==> config.mk <==
export PLATFORM = sky130hd
export DESIGN_NAME = can_compat_ctrl
export DESIGN_NICKNAME = d
export VERILOG_FILES = /design/src/verilog/can_compat_pkg.sv /design/src/verilog/can_compat_ctrl.sv
export VERILOG_INCLUDE_DIRS = /design/src /design/src/verilog
export SDC_FILE = /design/constraint.sdc
export NUM_CORES = 1
export LEC_CHECK = 0
export ABC_AREA = 1
export BUFFER_PORTS_ARGS = -buffer_cell sky130_fd_sc_hd__buf_2
export CAP_MARGIN = 30
export CORE_MARGIN = 2
export CORE_UTILIZATION = 59
export DETAILED_ROUTE_END_ITERATION = 8
export HOLD_SLACK_MARGIN = 0.05
export PLACE_DENSITY_LB_ADDON = 0.05
export SETUP_SLACK_MARGIN = 0.15
export SYNTH_ARGS = -nofsm -noshare
export SYNTH_HDL_FRONTEND = slang
export SYNTH_SLANG_ARGS = --single-unit
export TNS_END_PERCENT = 1
==> constraint.sdc <==
create_clock -name clk -period 14.5 [get_ports clk]
set_input_delay 2.175 -clock clk [delete_from_list [all_inputs] [get_ports clk]]
set_output_delay 2.175 -clock clk [all_outputs]
set_load 0.02 [all_outputs]
==> src/verilog/can_compat_defs.svh <==
// How it works
// - Starts in reset mode; clearing reset request enters operating mode, setting returns.
// - Clock divider bit selects enhanced mode; register map then changes.
// - Byte registers; host uses byte access; read byte copied onto every lane.
// - Big endian port: lowest address on the top lane; bit 7 is MSB.
// - Writing transmit request starts sending the transmit buffer frame.
// - Abort cancels a frame not yet started; a started frame is not retried after an abort.
// - Host releases after reading; a waiting frame sets status and interrupt again.
// - Clear overrun command clears the overrun status flag.
// - Status register is read only and shows live state.
// - Receive buffer status clears on release, sets again while frames remain.
// - Overrun marks a dropped accepted frame, shown once the FIFO is read out.
// - Transmit buffer status is one when writable; zero and locked while sending.
// - Transmission complete clears on request, sets after a successful frame.
// - Interrupt flags set only while their control enable bit is set.
// - Reading interrupt register clears flags except receive, cleared by release.
// - Interrupt register bits 7 to 5 read one, bit 4 reads zero.
// - Only base format frames; extended format frames are ignored.
// - Remote frames carry no data bytes but keep the length code.
// - Length codes above eight still send only eight data bytes.
// - Receive buffer at 20 to 29 shows oldest entry of 64-byte FIFO.
// - Filter compares identifier bits 10 to 3 where mask is zero; match stored.
// - Bus bit rates up to 1 Mb/s are supported.
`ifndef CAN_COMPAT_DEFS_SVH
`define CAN_COMPAT_DEFS_SVH

`define CAN_OFS_CONTROL   5'h00
`define CAN_OFS_COMMAND   5'h01
`define CAN_OFS_STATUS    5'h02
`define CAN_OFS_INTR      5'h03
`define CAN_OFS_ACC_CODE  5'h04
`define CAN_OFS_ACC_MASK  5'h05
`define CAN_OFS_TXB_FIRST 5'h0A
`define CAN_OFS_TXB_LAST  5'h13
`define CAN_OFS_RXB_FIRST 5'h14
`define CAN_OFS_RXB_LAST  5'h1D
`define CAN_OFS_CLKDIV    5'h1F

`define CAN_CR_RESET    0
`define CAN_CR_RX_IE    1
`define CAN_CR_TX_IE    2
`define CAN_CR_ERR_IE   3
`define CAN_CR_OVR_IE   4
`define CAN_CMD_TX      0
`define CAN_CMD_ABORT   1
`define CAN_CMD_RELEASE 2
`define CAN_CMD_CLR_OVR 3
`define CAN_CLKDIV_MODE 7

`define CAN_CONTROL_RST 8'h01
`define CAN_CLKDIV_RST  8'h00
`define CAN_IR_FIXED    4'hE

`define CAN_CLK_HZ       200000000
`define CAN_MAX_BIT_RATE 1000000
`define CAN_BIT_CYCLES   (`CAN_CLK_HZ / `CAN_MAX_BIT_RATE)

`endif

==> src/verilog/can_compat_pkg.sv <==
package can_compat_pkg;
  typedef enum logic { WR_IDLE, WR_BYTES } wrState_t;
  // {extended, ident[10:0], remote, length[3:0], payload[63:0]}
  typedef logic [80:0] rxFrame_t;
endpackage : can_compat_pkg
==> src/verilog/can_compat_ctrl.sv <==
`timescale 1ns/1ps
`include "can_compat_defs.svh"
module can_compat_ctrl #(
  parameter int FIFO_BYTES = 64,
  parameter int AW         = $clog2(FIFO_BYTES)
) (
  // Clock and reset
  input  wire logic        clk,
  input  wire logic        reset,
  // Register port
  input  wire logic        hsel,
  input  wire logic [31:0] haddr,
  input  wire logic [1:0]  htrans,
  input  wire logic        hwrite,
  input  wire logic [2:0]  hsize,
  input  wire logic [31:0] hwdata,
  input  wire logic        hready,
  output logic      [31:0] hrdata,
  output logic             hreadyout,
  output logic      [1:0]  hresp,
  // Transmit frame to bit engine
  output logic             txRequest,
  output logic             txSingleShot,
  output logic      [10:0] txIdent,
  output logic             txRemote,
  output logic      [3:0]  txLength,
  output logic      [3:0]  txDataBytes,
  output logic      [63:0] txPayload,
  input  wire logic        txStarted,
  input  wire logic        txDone,
  input  wire logic        txFailed,
  // Received frame from bit engine
  input  wire logic        rxValid,
  output logic             rxReady,
  input  wire logic        rxExtended,
  input  wire logic [10:0] rxIdent,
  input  wire logic        rxRemote,
  input  wire logic [3:0]  rxLength,
  input  wire logic [63:0] rxPayload,
  // Bus state from bit engine
  input  wire logic        busReceiving,
  input  wire logic        errorStatus,
  input  wire logic        busOff,
  input  wire logic        errorChange
);

  function automatic logic [3:0] dataBytes(input logic remote_request_bit, input logic [3:0] payload_length_code);
    dataBytes = remote_request_bit ? 4'h0 : ((payload_length_code > 4'h8) ? 4'h8 : payload_length_code);
  endfunction : dataBytes

  function automatic logic [7:0] frameByte(input can_compat_pkg::rxFrame_t f,
                                           input logic [3:0] idx);
    logic [79:0] flat;
    flat      = f[79:0];
    frameByte = flat[79 - 8 * int'(idx) -: 8];
  endfunction : frameByte

  // Register port
  logic        wrPend_q;
  logic [4:0]  wrAddr_q;
  logic [31:0] rdData_q;
  logic [7:0]  control_q;
  logic [7:0]  clkDiv_q;
  logic [7:0]  accCode_q;
  logic [7:0]  accMask_q;
  logic [7:0]  txBuf_q [0:9];
  logic [7:0]  rdByte;
  logic [7:0]  wByte;

  wire       accept  = hsel & hready & htrans[1];
  wire       rdNow   = accept & ~hwrite;
  wire [4:0] rAddr   = haddr[4:0];
  wire       enh     = clkDiv_q[`CAN_CLKDIV_MODE];
  wire       inReset = control_q[`CAN_CR_RESET];
  wire       wrEn    = wrPend_q & ~enh;
  wire       wrCtl   = wrEn & (wrAddr_q == `CAN_OFS_CONTROL);
  wire       wrCmd   = wrEn & (wrAddr_q == `CAN_OFS_COMMAND) & ~inReset;
  wire       wrCode  = wrEn & (wrAddr_q == `CAN_OFS_ACC_CODE) & inReset;
  wire       wrMask  = wrEn & (wrAddr_q == `CAN_OFS_ACC_MASK) & inReset;
  wire       wrDiv   = wrPend_q & (wrAddr_q == `CAN_OFS_CLKDIV);
  wire       txbHit  = (wrAddr_q >= `CAN_OFS_TXB_FIRST) & (wrAddr_q <= `CAN_OFS_TXB_LAST);
  wire       irRead  = rdNow & ~enh & (rAddr == `CAN_OFS_INTR);
  wire       cmdTx   = wrCmd & wByte[`CAN_CMD_TX];
  wire       cmdAbt  = wrCmd & wByte[`CAN_CMD_ABORT];
  wire       cmdRel  = wrCmd & wByte[`CAN_CMD_RELEASE];
  wire       cmdClr  = wrCmd & wByte[`CAN_CMD_CLR_OVR];

  // Lowest address travels on the top byte lane
  assign wByte = hwdata[8 * (3 - int'(wrAddr_q[1:0])) +: 8];
  assign hrdata    = rdData_q;
  assign hreadyout = 1'b1;
  assign hresp     = 2'b00;

  always_ff @(posedge clk or posedge reset)
  begin
    if (reset)
    begin
      wrPend_q <= 1'b0;
      wrAddr_q <= 5'h00;
      rdData_q <= 32'h0000_0000;
    end
    else
    begin
      wrPend_q <= accept & hwrite;
      wrAddr_q <= haddr[4:0];
      if (rdNow)
        rdData_q <= {4{rdByte}};
    end
  end

  always_ff @(posedge clk or posedge reset)
  begin
    if (reset)
    begin
      control_q <= `CAN_CONTROL_RST;
      clkDiv_q  <= `CAN_CLKDIV_RST;
      accCode_q <= 8'h00;
      accMask_q <= 8'hFF;
    end
    else
    begin
      if (wrCtl)
        control_q <= {3'b000, wByte[4:0]};
      if (wrDiv)
        clkDiv_q <= wByte;
      if (wrCode)
        accCode_q <= wByte;
      if (wrMask)
        accMask_q <= wByte;
    end
  end

  // Transmit control
  logic txPending_q;
  logic txActive_q;
  logic txSingle_q;
  logic txComplete_q;
  logic [3:0] txIdx;

  wire tbs   = ~txPending_q;
  wire wrTxb = wrEn & txbHit & tbs;
  assign txIdx = 4'(wrAddr_q - `CAN_OFS_TXB_FIRST);

  always_ff @(posedge clk)
  begin
    if (wrTxb)
      txBuf_q[txIdx] <= wByte;
  end

  always_ff @(posedge clk or posedge reset)
  begin
    if (reset)
    begin
      txPending_q  <= 1'b0;
      txActive_q   <= 1'b0;
      txSingle_q   <= 1'b0;
      txComplete_q <= 1'b1;
    end
    else if (inReset)
    begin
      txPending_q <= 1'b0;
      txActive_q  <= 1'b0;
    end
    else if (cmdTx & ~txPending_q)
    begin
      txPending_q  <= 1'b1;
      txSingle_q   <= cmdAbt;
      txComplete_q <= 1'b0;
    end
    else if (cmdAbt & txPending_q & ~txActive_q & ~txStarted)
      txPending_q <= 1'b0;
    else
    begin
      if (txStarted)
        txActive_q <= 1'b1;
      if (cmdAbt & (txActive_q | txStarted))
        txSingle_q <= 1'b1;
      if (txDone)
      begin
        txPending_q  <= 1'b0;
        txActive_q   <= 1'b0;
        txComplete_q <= 1'b1;
      end
      else if (txFailed)
      begin
        txActive_q <= 1'b0;
        if (txSingle_q | cmdAbt)
          txPending_q <= 1'b0;
      end
    end
  end

  assign txRequest    = txPending_q;
  assign txSingleShot = txSingle_q;
  assign txIdent      = {txBuf_q[0], txBuf_q[1][7:5]};
  assign txRemote     = txBuf_q[1][4];
  assign txLength     = txBuf_q[1][3:0];
  assign txDataBytes  = dataBytes(txBuf_q[1][4], txBuf_q[1][3:0]);
  assign txPayload    = {txBuf_q[2], txBuf_q[3], txBuf_q[4], txBuf_q[5],
                         txBuf_q[6], txBuf_q[7], txBuf_q[8], txBuf_q[9]};

  // Two-entry frame buffer between bit engine and FIFO writer
  can_compat_pkg::rxFrame_t slot_q [0:1];
  logic [1:0] slotCnt_q;
  logic       slotRd_q;
  logic       slotWr_q;
  logic       pop;

  wire                      push = rxValid & rxReady;
  wire can_compat_pkg::rxFrame_t head = slot_q[slotRd_q];
  assign rxReady = (slotCnt_q != 2'd2);

  always_ff @(posedge clk)
  begin
    if (push)
      slot_q[slotWr_q] <= {rxExtended, rxIdent, rxRemote, rxLength, rxPayload};
  end

  always_ff @(posedge clk or posedge reset)
  begin
    if (reset)
    begin
      slotCnt_q <= 2'd0;
      slotRd_q  <= 1'b0;
      slotWr_q  <= 1'b0;
    end
    else
    begin
      slotCnt_q <= slotCnt_q + 2'(push) - 2'(pop);
      slotRd_q  <= slotRd_q ^ pop;
      slotWr_q  <= slotWr_q ^ push;
    end
  end

  // Receive FIFO and its writer
  logic [7:0]   mem [0:FIFO_BYTES-1];
  logic [AW-1:0] wPtr_q;
  logic [AW-1:0] rPtr_q;
  logic [AW:0]   byteCnt_q;
  logic [AW:0]   msgCnt_q;
  logic [3:0]    idx_q;
  logic [3:0]    len_q;
  can_compat_pkg::rxFrame_t cur_q;
  can_compat_pkg::wrState_t state_q;
  logic          ovrPend_q;
  logic          ovrShown_q;

  wire [3:0]  headLen  = 4'h2 + dataBytes(head[68], head[67:64]);
  wire [7:0]  hdrByte  = mem[rPtr_q + AW'(1)];
  wire [3:0]  relLen   = 4'h2 + dataBytes(hdrByte[4], hdrByte[3:0]);
  wire [AW:0] space    = (AW + 1)'(FIFO_BYTES) - byteCnt_q;
  wire        match    = ((head[79:72] ^ accCode_q) & ~accMask_q) == 8'h00;
  wire        wanted   = ~head[80] & ~inReset & match;
  wire        fits     = space >= (AW + 1)'(headLen);
  wire        idle     = (state_q == can_compat_pkg::WR_IDLE);
  wire        writing  = (state_q == can_compat_pkg::WR_BYTES);
  wire        commit   = writing & (idx_q == len_q - 4'h1);
  wire        dropOvr  = idle & (slotCnt_q != 2'd0) & wanted & ~fits;
  wire        relNow   = cmdRel & (msgCnt_q != '0);
  wire        rbs      = (msgCnt_q != '0);
  wire        ovrStat  = ovrPend_q & (msgCnt_q == '0);
  assign pop = idle & (slotCnt_q != 2'd0);

  always_ff @(posedge clk)
  begin
    if (writing)
      mem[wPtr_q] <= frameByte(cur_q, idx_q);
  end

  always_ff @(posedge clk or posedge reset)
  begin
    if (reset)
    begin
      state_q   <= can_compat_pkg::WR_IDLE;
      cur_q     <= '0;
      idx_q     <= 4'h0;
      len_q     <= 4'h0;
      wPtr_q    <= '0;
      rPtr_q    <= '0;
      byteCnt_q <= '0;
      msgCnt_q  <= '0;
    end
    else
    begin
      unique case (state_q)
        can_compat_pkg::WR_IDLE:
          if (pop & wanted & fits)
          begin
            state_q <= can_compat_pkg::WR_BYTES;
            cur_q   <= head;
            len_q   <= headLen;
            idx_q   <= 4'h0;
          end
        can_compat_pkg::WR_BYTES:
        begin
          idx_q <= idx_q + 4'h1;
          if (commit)
            state_q <= can_compat_pkg::WR_IDLE;
        end
      endcase
      if (writing)
        wPtr_q <= wPtr_q + AW'(1);
      if (relNow)
        rPtr_q <= rPtr_q + AW'(relLen);
      byteCnt_q <= byteCnt_q + (AW + 1)'(writing) - (relNow ? (AW + 1)'(relLen) : '0);
      msgCnt_q  <= msgCnt_q + (AW + 1)'(commit) - (AW + 1)'(relNow);
    end
  end

  // Status and interrupt flags; a hardware set wins over a clear
  logic rxIrq_q;
  logic txIrq_q;
  logic errIrq_q;
  logic ovrIrq_q;

  wire rxMore = relNow & (msgCnt_q > (AW + 1)'(1));
  wire setRx  = control_q[`CAN_CR_RX_IE] & (commit | rxMore);
  wire setTx  = control_q[`CAN_CR_TX_IE] & txDone & txPending_q & ~inReset;
  wire setErr = control_q[`CAN_CR_ERR_IE] & errorChange;
  wire setOvr = control_q[`CAN_CR_OVR_IE] & ovrStat & ~ovrShown_q;

  always_ff @(posedge clk or posedge reset)
  begin
    if (reset)
    begin
      ovrPend_q  <= 1'b0;
      ovrShown_q <= 1'b0;
      rxIrq_q    <= 1'b0;
      txIrq_q    <= 1'b0;
      errIrq_q   <= 1'b0;
      ovrIrq_q   <= 1'b0;
    end
    else
    begin
      ovrPend_q  <= dropOvr | (ovrPend_q & ~cmdClr);
      ovrShown_q <= ovrStat;
      rxIrq_q    <= setRx | (rxIrq_q & ~relNow);
      txIrq_q    <= setTx | (txIrq_q & ~irRead);
      errIrq_q   <= setErr | (errIrq_q & ~irRead);
      ovrIrq_q   <= setOvr | (ovrIrq_q & ~irRead);
    end
  end

  // Read selection; status is computed live and has no write path
  wire [7:0] statusByte = {busOff, errorStatus, txActive_q, busReceiving,
                           txComplete_q, tbs, ovrStat, rbs};
  wire [7:0] intrByte   = {`CAN_IR_FIXED, ovrIrq_q, errIrq_q, txIrq_q, rxIrq_q};
  wire       rxbHit     = (rAddr >= `CAN_OFS_RXB_FIRST) & (rAddr <= `CAN_OFS_RXB_LAST);
  wire       txbRdHit   = (rAddr >= `CAN_OFS_TXB_FIRST) & (rAddr <= `CAN_OFS_TXB_LAST);
  wire [7:0] rxbByte    = mem[rPtr_q + AW'(rAddr - `CAN_OFS_RXB_FIRST)];
  wire [7:0] txbByte    = txBuf_q[4'(rAddr - `CAN_OFS_TXB_FIRST)];

  always_comb
  begin
    rdByte = 8'h00;
    if (rAddr == `CAN_OFS_CLKDIV)
      rdByte = clkDiv_q;
    else if (~enh)
    begin
      if (rAddr == `CAN_OFS_CONTROL)
        rdByte = control_q;
      else if (rAddr == `CAN_OFS_COMMAND)
        rdByte = 8'hFF;
      else if (rAddr == `CAN_OFS_STATUS)
        rdByte = statusByte;
      else if (rAddr == `CAN_OFS_INTR)
        rdByte = intrByte;
      else if (rAddr == `CAN_OFS_ACC_CODE)
        rdByte = accCode_q;
      else if (rAddr == `CAN_OFS_ACC_MASK)
        rdByte = accMask_q;
      else if (txbRdHit)
        rdByte = txbByte;
      else if (rxbHit)
        rdByte = rxbByte;
    end
  end
endmodule : can_compat_ctrl

### After elaboration in Yosys (flattened, before gate mapping)

Memories as Yosys holds them, arrays and structs flattened.
Index checks and enable logic that the tools add are counted.
W data, S select, Z words.

| cells by class | value |
|---|---|
| reduce and logical (&&, ||, !) cells | 16 |
| multiplexer cells | 46 |
| $lt $le $gt $ge | 11 |
| bitwise operators | 78 |
| shift operators | 2 |
| equal/unequal tests | 16 |
| add/subtract/negate cells | 20 |

Operators with widths:

| kind | number |
|---|---|
| $shiftx A87 B8 Y8 | 1 |
| $mux W8 | 10 |
| $and A1 B1 Y1 | 52 |
| $mux W4 | 8 |
| $shiftx A32 B6 Y8 | 1 |
| $mux W1 | 26 |
| $eq A5 B3 Y1 const B | 4 |
| $le A5 B5 Y1 const B | 3 |
| $add A7 B1 Y7 | 2 |
| $not A1 Y1 | 13 |
| $add A6 B1 Y6 const B | 2 |
| $gt A4 B4 Y1 const B | 3 |
| $eq A5 B1 Y1 const B | 2 |
| $eq A5 B2 Y1 const B | 2 |
| $eq A5 B5 Y1 const B | 2 |
| $ge A5 B4 Y1 const B | 2 |
| $logic_not A5 Y1 | 2 |
| $reduce_bool A5 Y1 | 2 |
| $reduce_and A3 Y1 | 3 |
| $add A2 B4 Y4 const A | 2 |
| $and A8 B8 Y8 | 1 |
| $logic_not A8 Y1 | 1 |
| $ne A2 B2 Y1 const B | 4 |
| $not A8 Y8 | 1 |
| 28 further kinds | 40 |

| word-level totals | value |
|---|---|
| output and inout bits | 122 |
| memory bits (writable) | 754 |
| input bits | 163 |
| bits in registers | 196 |
| logic and storage cells | 220 |
| memories kept | 3 |

Memory list:

| memory | depth | bits a word | rd ports | clocked after memory_dff | write ports | line | source |
|---|---|---|---|---|---|---|---|
| mem | 64 | 8 | 2 | 0 | 1 | can_compat_ctrl.sv:236 | `logic [7:0] mem [0:FIFO_BYTES-1];` |
| slot_q | 2 | 81 | 1 | 0 | 1 | can_compat_ctrl.sv:203 | `can_compat_pkg::rxFrame_t slot_q [0:1];` |
| txBuf_q | 10 | 8 | 11 | 0 | 1 | can_compat_ctrl.sv:66 | `logic [7:0] txBuf_q [0:9];` |

### Logic depth before layout (Yosys ltp)

An unclocked memory read counts as a cell.

| depth | value |
|---|---|
| word-level depth | 13 |
| gate-level depth with buffers | 29 |
| depth with buffers taken out | 26 |

### Worst setup path before layout

OpenSTA, ideal clock, no wires.

| timing path | value |
|---|---|
| path kind | input -> register |
| from | input port hwdata[26] |
| to | register byteCnt_q[6] |
| buffers on the path | 0 |
| slack | 9.579 ns |
| data arrival time | 4.795 ns |
| stages on the path | 17 |
| cell sequence | a22o_1 > a21oi_1 > nand2_1 > nand2_1 > nor2_1 > inv_1 > nor4_1 > ha_1 > inv_1 > ha_1 > inv_1 > fa_1 > o21ai_0 > nand2_1 > a21oi_1 > nor2_1 > xor2_1 |

| between the ends | value |
|---|---|
| cells in the longest elaborated chain, start to end | 5 |

Ends and longest elaborated chain:

| element | line | source |
|---|---|---|
| from (decl) | can_compat_ctrl.sv:16 | `input wire logic [31:0] hwdata,` |
| $shiftx A32 B6 Y8 | can_compat_ctrl.sv:89 | `assign wByte = hwdata[8 * (3 - int'(wrAddr_q[1:0])) +: 8];` |
| net wByte[2] | can_compat_ctrl.sv:68 | `logic [7:0] wByte;` |
| $and A1 B1 Y1 | can_compat_ctrl.sv:85 | `` wire cmdRel = wrCmd & wByte[`CAN_CMD_RELEASE]; `` |
| $and A1 B1 Y1 | can_compat_ctrl.sv:259 | `wire relNow = cmdRel & (msgCnt_q != '0);` |
| $mux W4 | can_compat_ctrl.sv:305 | `byteCnt_q <= byteCnt_q + (AW + 1)'(writing) - (relNow ? (AW + 1)'(relLen) : '0);` |
| $sub A7 B4 Y7 | can_compat_ctrl.sv:305 |  |
| to (signal assigned) | can_compat_ctrl.sv:305 |  |
| to (decl) | can_compat_ctrl.sv:239 | `logic [AW:0] byteCnt_q;` |

The timed path passes the listed nets, and every way through them passes these cells.
A chain may end at the register's enable or synchronous reset.

### Worst setup path after layout

| timing path | value |
|---|---|
| from | register rPtr_q[0] |
| to | register byteCnt_q[6] |

| between the ends | value |
|---|---|
| cells in the longest elaborated chain, start to end | 8 |

Ends and longest elaborated chain:

| element | line | source |
|---|---|---|
| from (decl) | can_compat_ctrl.sv:238 | `logic [AW-1:0] rPtr_q;` |
| from (signal assigned) | can_compat_ctrl.sv:304 | `rPtr_q <= rPtr_q + AW'(relLen);` |
| $add A6 B1 Y6 (*) | can_compat_ctrl.sv:249 | `wire [7:0] hdrByte = mem[rPtr_q + AW'(1)];` |
| $mem_v2 Z64 W8 (*) | - |  |
| $gt A4 B4 Y1 | can_compat_ctrl.sv:48 | `dataBytes = remote_request_bit ? 4'h0 : ((payload_length_code > 4'h8) ? 4'h8 : payload_length_code);` |
| $mux W4 | can_compat_ctrl.sv:48 |  |
| $mux W4 (*) | can_compat_ctrl.sv:48 |  |
| $add A2 B4 Y4 (*) | can_compat_ctrl.sv:250 | `wire [3:0] relLen = 4'h2 + dataBytes(hdrByte[4], hdrByte[3:0]);` |
| $mux W4 (*) | can_compat_ctrl.sv:305 |  |
| $sub A7 B4 Y7 (*) | can_compat_ctrl.sv:305 |  |

Mark *: on every way between the ends. The rest lies on a longest branch, timed or not.

==> summary.txt <==
Outcome
  • Status: complete, no violations

Floorplan
  • Row count: 100
  • IO Pins: around 290
  • Die area: around 0.077 mm²
  • Core area: about 0.074 mm²
  • Die Span Y: 277 µm
  • Initial Utilization: about three fifths
  • Die X: approximately 280 µm

Min path
  • Hold Startpoint: ovrShown_q
  • Worst min-delay path category: flop to flop
  • Hold Path End: ovrIrq_q
  • Min-Delay Path Depth: 1

Timing
  • RSZ-0062 raised after global routing: no
  • Slew Limit Fails: 0
  • Relative max-transition margin: 23.8%
  • Final clock skew: roughly 0.018 ns
  • Fmax: around 140 MHz
  • Hold Vio Cnt, Final: 0
  • Total Neg Setup Slack: 0 ns
  • Final min period: 7.07 ns
  • Slew @ Worst Pin: between 1 and 1.5 ns
  • Endpoints failing setup: 0
  • Period utilisation layout: between 40% and 50%

Finish
  • # diodes: 0
  • Most frequent cells in the layout: 923 x nand2_1, 802 x edfxtp_1, 576 x nand3_1
  • Share of cells above drive strength 1: 11.6%
  • Area Overhead vs Synth: 11.8%
  • Final #Nets: ~4,600
  • Most common cell after layout, fill and taps aside: nand2_1
  • Design area: 0.0492 mm²

Clock network
  • Clock Sinks: roughly 1,000
  • Post-CTS Hold Buffers: 0
  • Later-pin clock latency in the skew report: 0.66 ns
  • Reg clk slew, reported paths: approximately 0.060 ns
  • CTS tree: built
  • TritonCTS Buffers: 100
  • Setup Fix Bufs, Post-CTS: 0
  • CTS Buffer Depth: 3
  • Post-cts repair resize count: 0
  • Clock Tree Root: clkbuf_16
  • CTS H-tree lvls: 3

Power
  • Power Density: 140 mW/mm²
  • Maximum resistive drop on vdd: 0.000141 V
  • Total chip power: roughly 6.9 mW
  • Static leakage: roughly 19 nW

Routing
  • Routed via count: between 30,000 and 40,000
  • Routed Wire Length: 120 mm
  • Drt wl/cell: 22.1 µm
  • DR iter-0 viols: ~3,900
  • First drt pass iteration count: 7
  • DR vias/cell: roughly 6.0
  • Antenna viol nets, final: 0
  • DRC: 0

Worst setup path
  • Cells on worst reg2reg path: 21
  • CP max FO: 98
  • Reg2reg end: byteCnt_q[6]
  • Reg-to-reg slack, setup: approximately 7.4 ns
  • Setup CP Type: flop to flop
  • Arrival @ worst endpoint: 7.60 ns
  • Crit end category: flop
  • Crit path required time: 15.03 ns
  • Worst Setup Start Kind: flop
  • Reg2reg start: rPtr_q[0]

GRT
  • GRT overflow: 0
  • Initial antenna violation count: 1
  • Global-route wire length before repair: 180 mm
  • Gr usage total: between 30 and 40%
  • Vias in the first global route: 30,300
  • Pin count of the biggest net entering global routing: roughly 110

Yosys
  • Post-synth EDFFs: approximately 800
  • Netlist cell types: 54
  • Sequential share of the synthesized area: between 60% and 70%
  • Main synth FF type: edfxtp_1
  • Ys Warns: 0
  • Syn avg cell area: between 10 and 15 µm²
  • Yosys reg bits: around 1,000
  • Cells after synthesis: 4,201
  • Synthesized cell area: roughly 0.044 mm²
  • Post-synth ARST share: approximately 18%

Place
  • Final GP Congestion: roughly 0.96
  • Final HPWL DP: approximately 73 mm
  • Port Buffer Count: 250
  • DP Area: around 0.046 mm²

Run
  • Max-capacitance violation count: 0
-- synthesized netlist by cell type, drive strengths merged (13+ instances only) --
| library cell | number | area (µm²) |
|---|---|---|
| a21oi | 65 | 325 |
| a22oi | 21 | 158 |
| a31oi | 69 | 432 |
| buf | 134 | 810 |
| clkbuf | 132 | 495 |
| dfrtp | 162 | 4050 |
| edfxtp | 802 | 24100 |
| ha | 61 | 763 |
| inv | 190 | 718 |
| nand2 | 924 | 3480 |
| nand3 | 576 | 2880 |
| nand4 | 27 | 169 |
| nor2 | 461 | 1730 |
| nor3 | 15 | 80.1 |
| nor4 | 16 | 115 |
| o211ai | 56 | 420 |
| o21ai | 302 | 1510 |
| o221ai | 62 | 543 |
| o22ai | 18 | 113 |
| xnor2 | 13 | 114 |
| xor2 | 30 | 270 |
-- layer usage --
layer / part of all wire (%) / global-route usage, % / wire (µm) / up-vias
met2: 47 / 48.8 / 56600 / 1577
met3: 9.2 / 4.87 / 11000 / 238
met1: 41 / 43.3 / 48400 / 15600
li1: - / - / - / 15100
met5: 0.015 / 0 / 18 / -
met4: 2.9 / 10.5 / 3490 / 2
-- power by group --
part / internal (mW) / leakage (nW) / switching (mW) / total, mW
clock network: 1.57 / 1.65 / 1.07 / 2.64
logic: 0.270 / 8.54 / 0.690 / 0.960
registers: 3.21 / 8.52 / 0.0566 / 3.27
total: 5.05 / 18.7 / 1.82 / 6.87
-- worst max-delay path, stage by stage (launching register included) --
cell,delay [ns]
dfrtp_4,0.44
buf_4,0.77
buf_4,0.87
inv_6,0.49
buf_4,0.47
o21ai_0,0.33
o221ai_1,0.16
nand3_1,0.26
nand3_1,0.11
nand3_1,0.12
nand2_1,0.18
nor4_1,0.68
ha_1,0.36
inv_1,0.05
ha_1,0.13
inv_1,0.06
fa_1,0.46
o21ai_0,0.33
nand2_1,0.09
a21oi_1,0.18
nor2_1,0.07
xor2_1,0.14
-- flip-flops by register name, summed over array words and instances, names as in the netlist, 8 cells and up --
name / count
mem: 512
txBuf_q: 128
accCode_q: 8
clkDiv_q: 8
cur_q: 80
accMask_q: 8
hrdata: 8
slot_q: 162
-- through the flow --
step	hold WS, ns	worst slack, ns	instances	utilization, %
2_1_floorplan	0.419	7.68	4202	-
3_3_place_gp	0.423	7.67	5208	61.7
3_5_place_dp	0.445	7.65	5215	61.8
4_1_cts	0.436	7.76	5403	66.4
5_1_grt	0.452	7.18	5405	66.4
6_report	0.442	7.43	5405	66.4
-- final cells by class --
| class | instances | area (µm²) |
|---|---|---|
| inverter | 195 | 756 |
| tap | 969 | 1210 |
| sequential | 974 | 28400 |
| fill | 5718 | 24900 |
| clock inverter | 54 | 649 |
| timing repair buffer | 312 | 1760 |
| multi-input combinational | 2767 | 13700 |
| clock buffer | 134 | 2720 |
-- cell families after synthesis --
kind of cell / after synthesis / share of synthesized area (%)
other: 2 / 0.0171
AO/OA/AOI/OAI: 618 / 8.47
buffers and inverters: 461 / 4.64
XOR/XNOR: 43 / 0.873
multiplexers: 3 / 0.0683
AND/OR/NAND/NOR: 2035 / 19.5
adder cells (fa/ha/maj): 65 / 1.92
flip-flops: 974 / 64.6
-- how the worst max path moves through the flow --
stage	start	slack, ns	to
finish	rPtr_q[0]	7.43	byteCnt_q[6]
CTS	rPtr_q[0]	7.76	byteCnt_q[6]
global route	rPtr_q[0]	7.18	byteCnt_q[6]
detailed placement	haddr[0]	7.65	hrdata[29]
global placement	haddr[0]	7.67	hrdata[29]
floorplan	reset	7.68	accCode_q[0]
No activity file was read; power rests on OpenSTA's default activity.
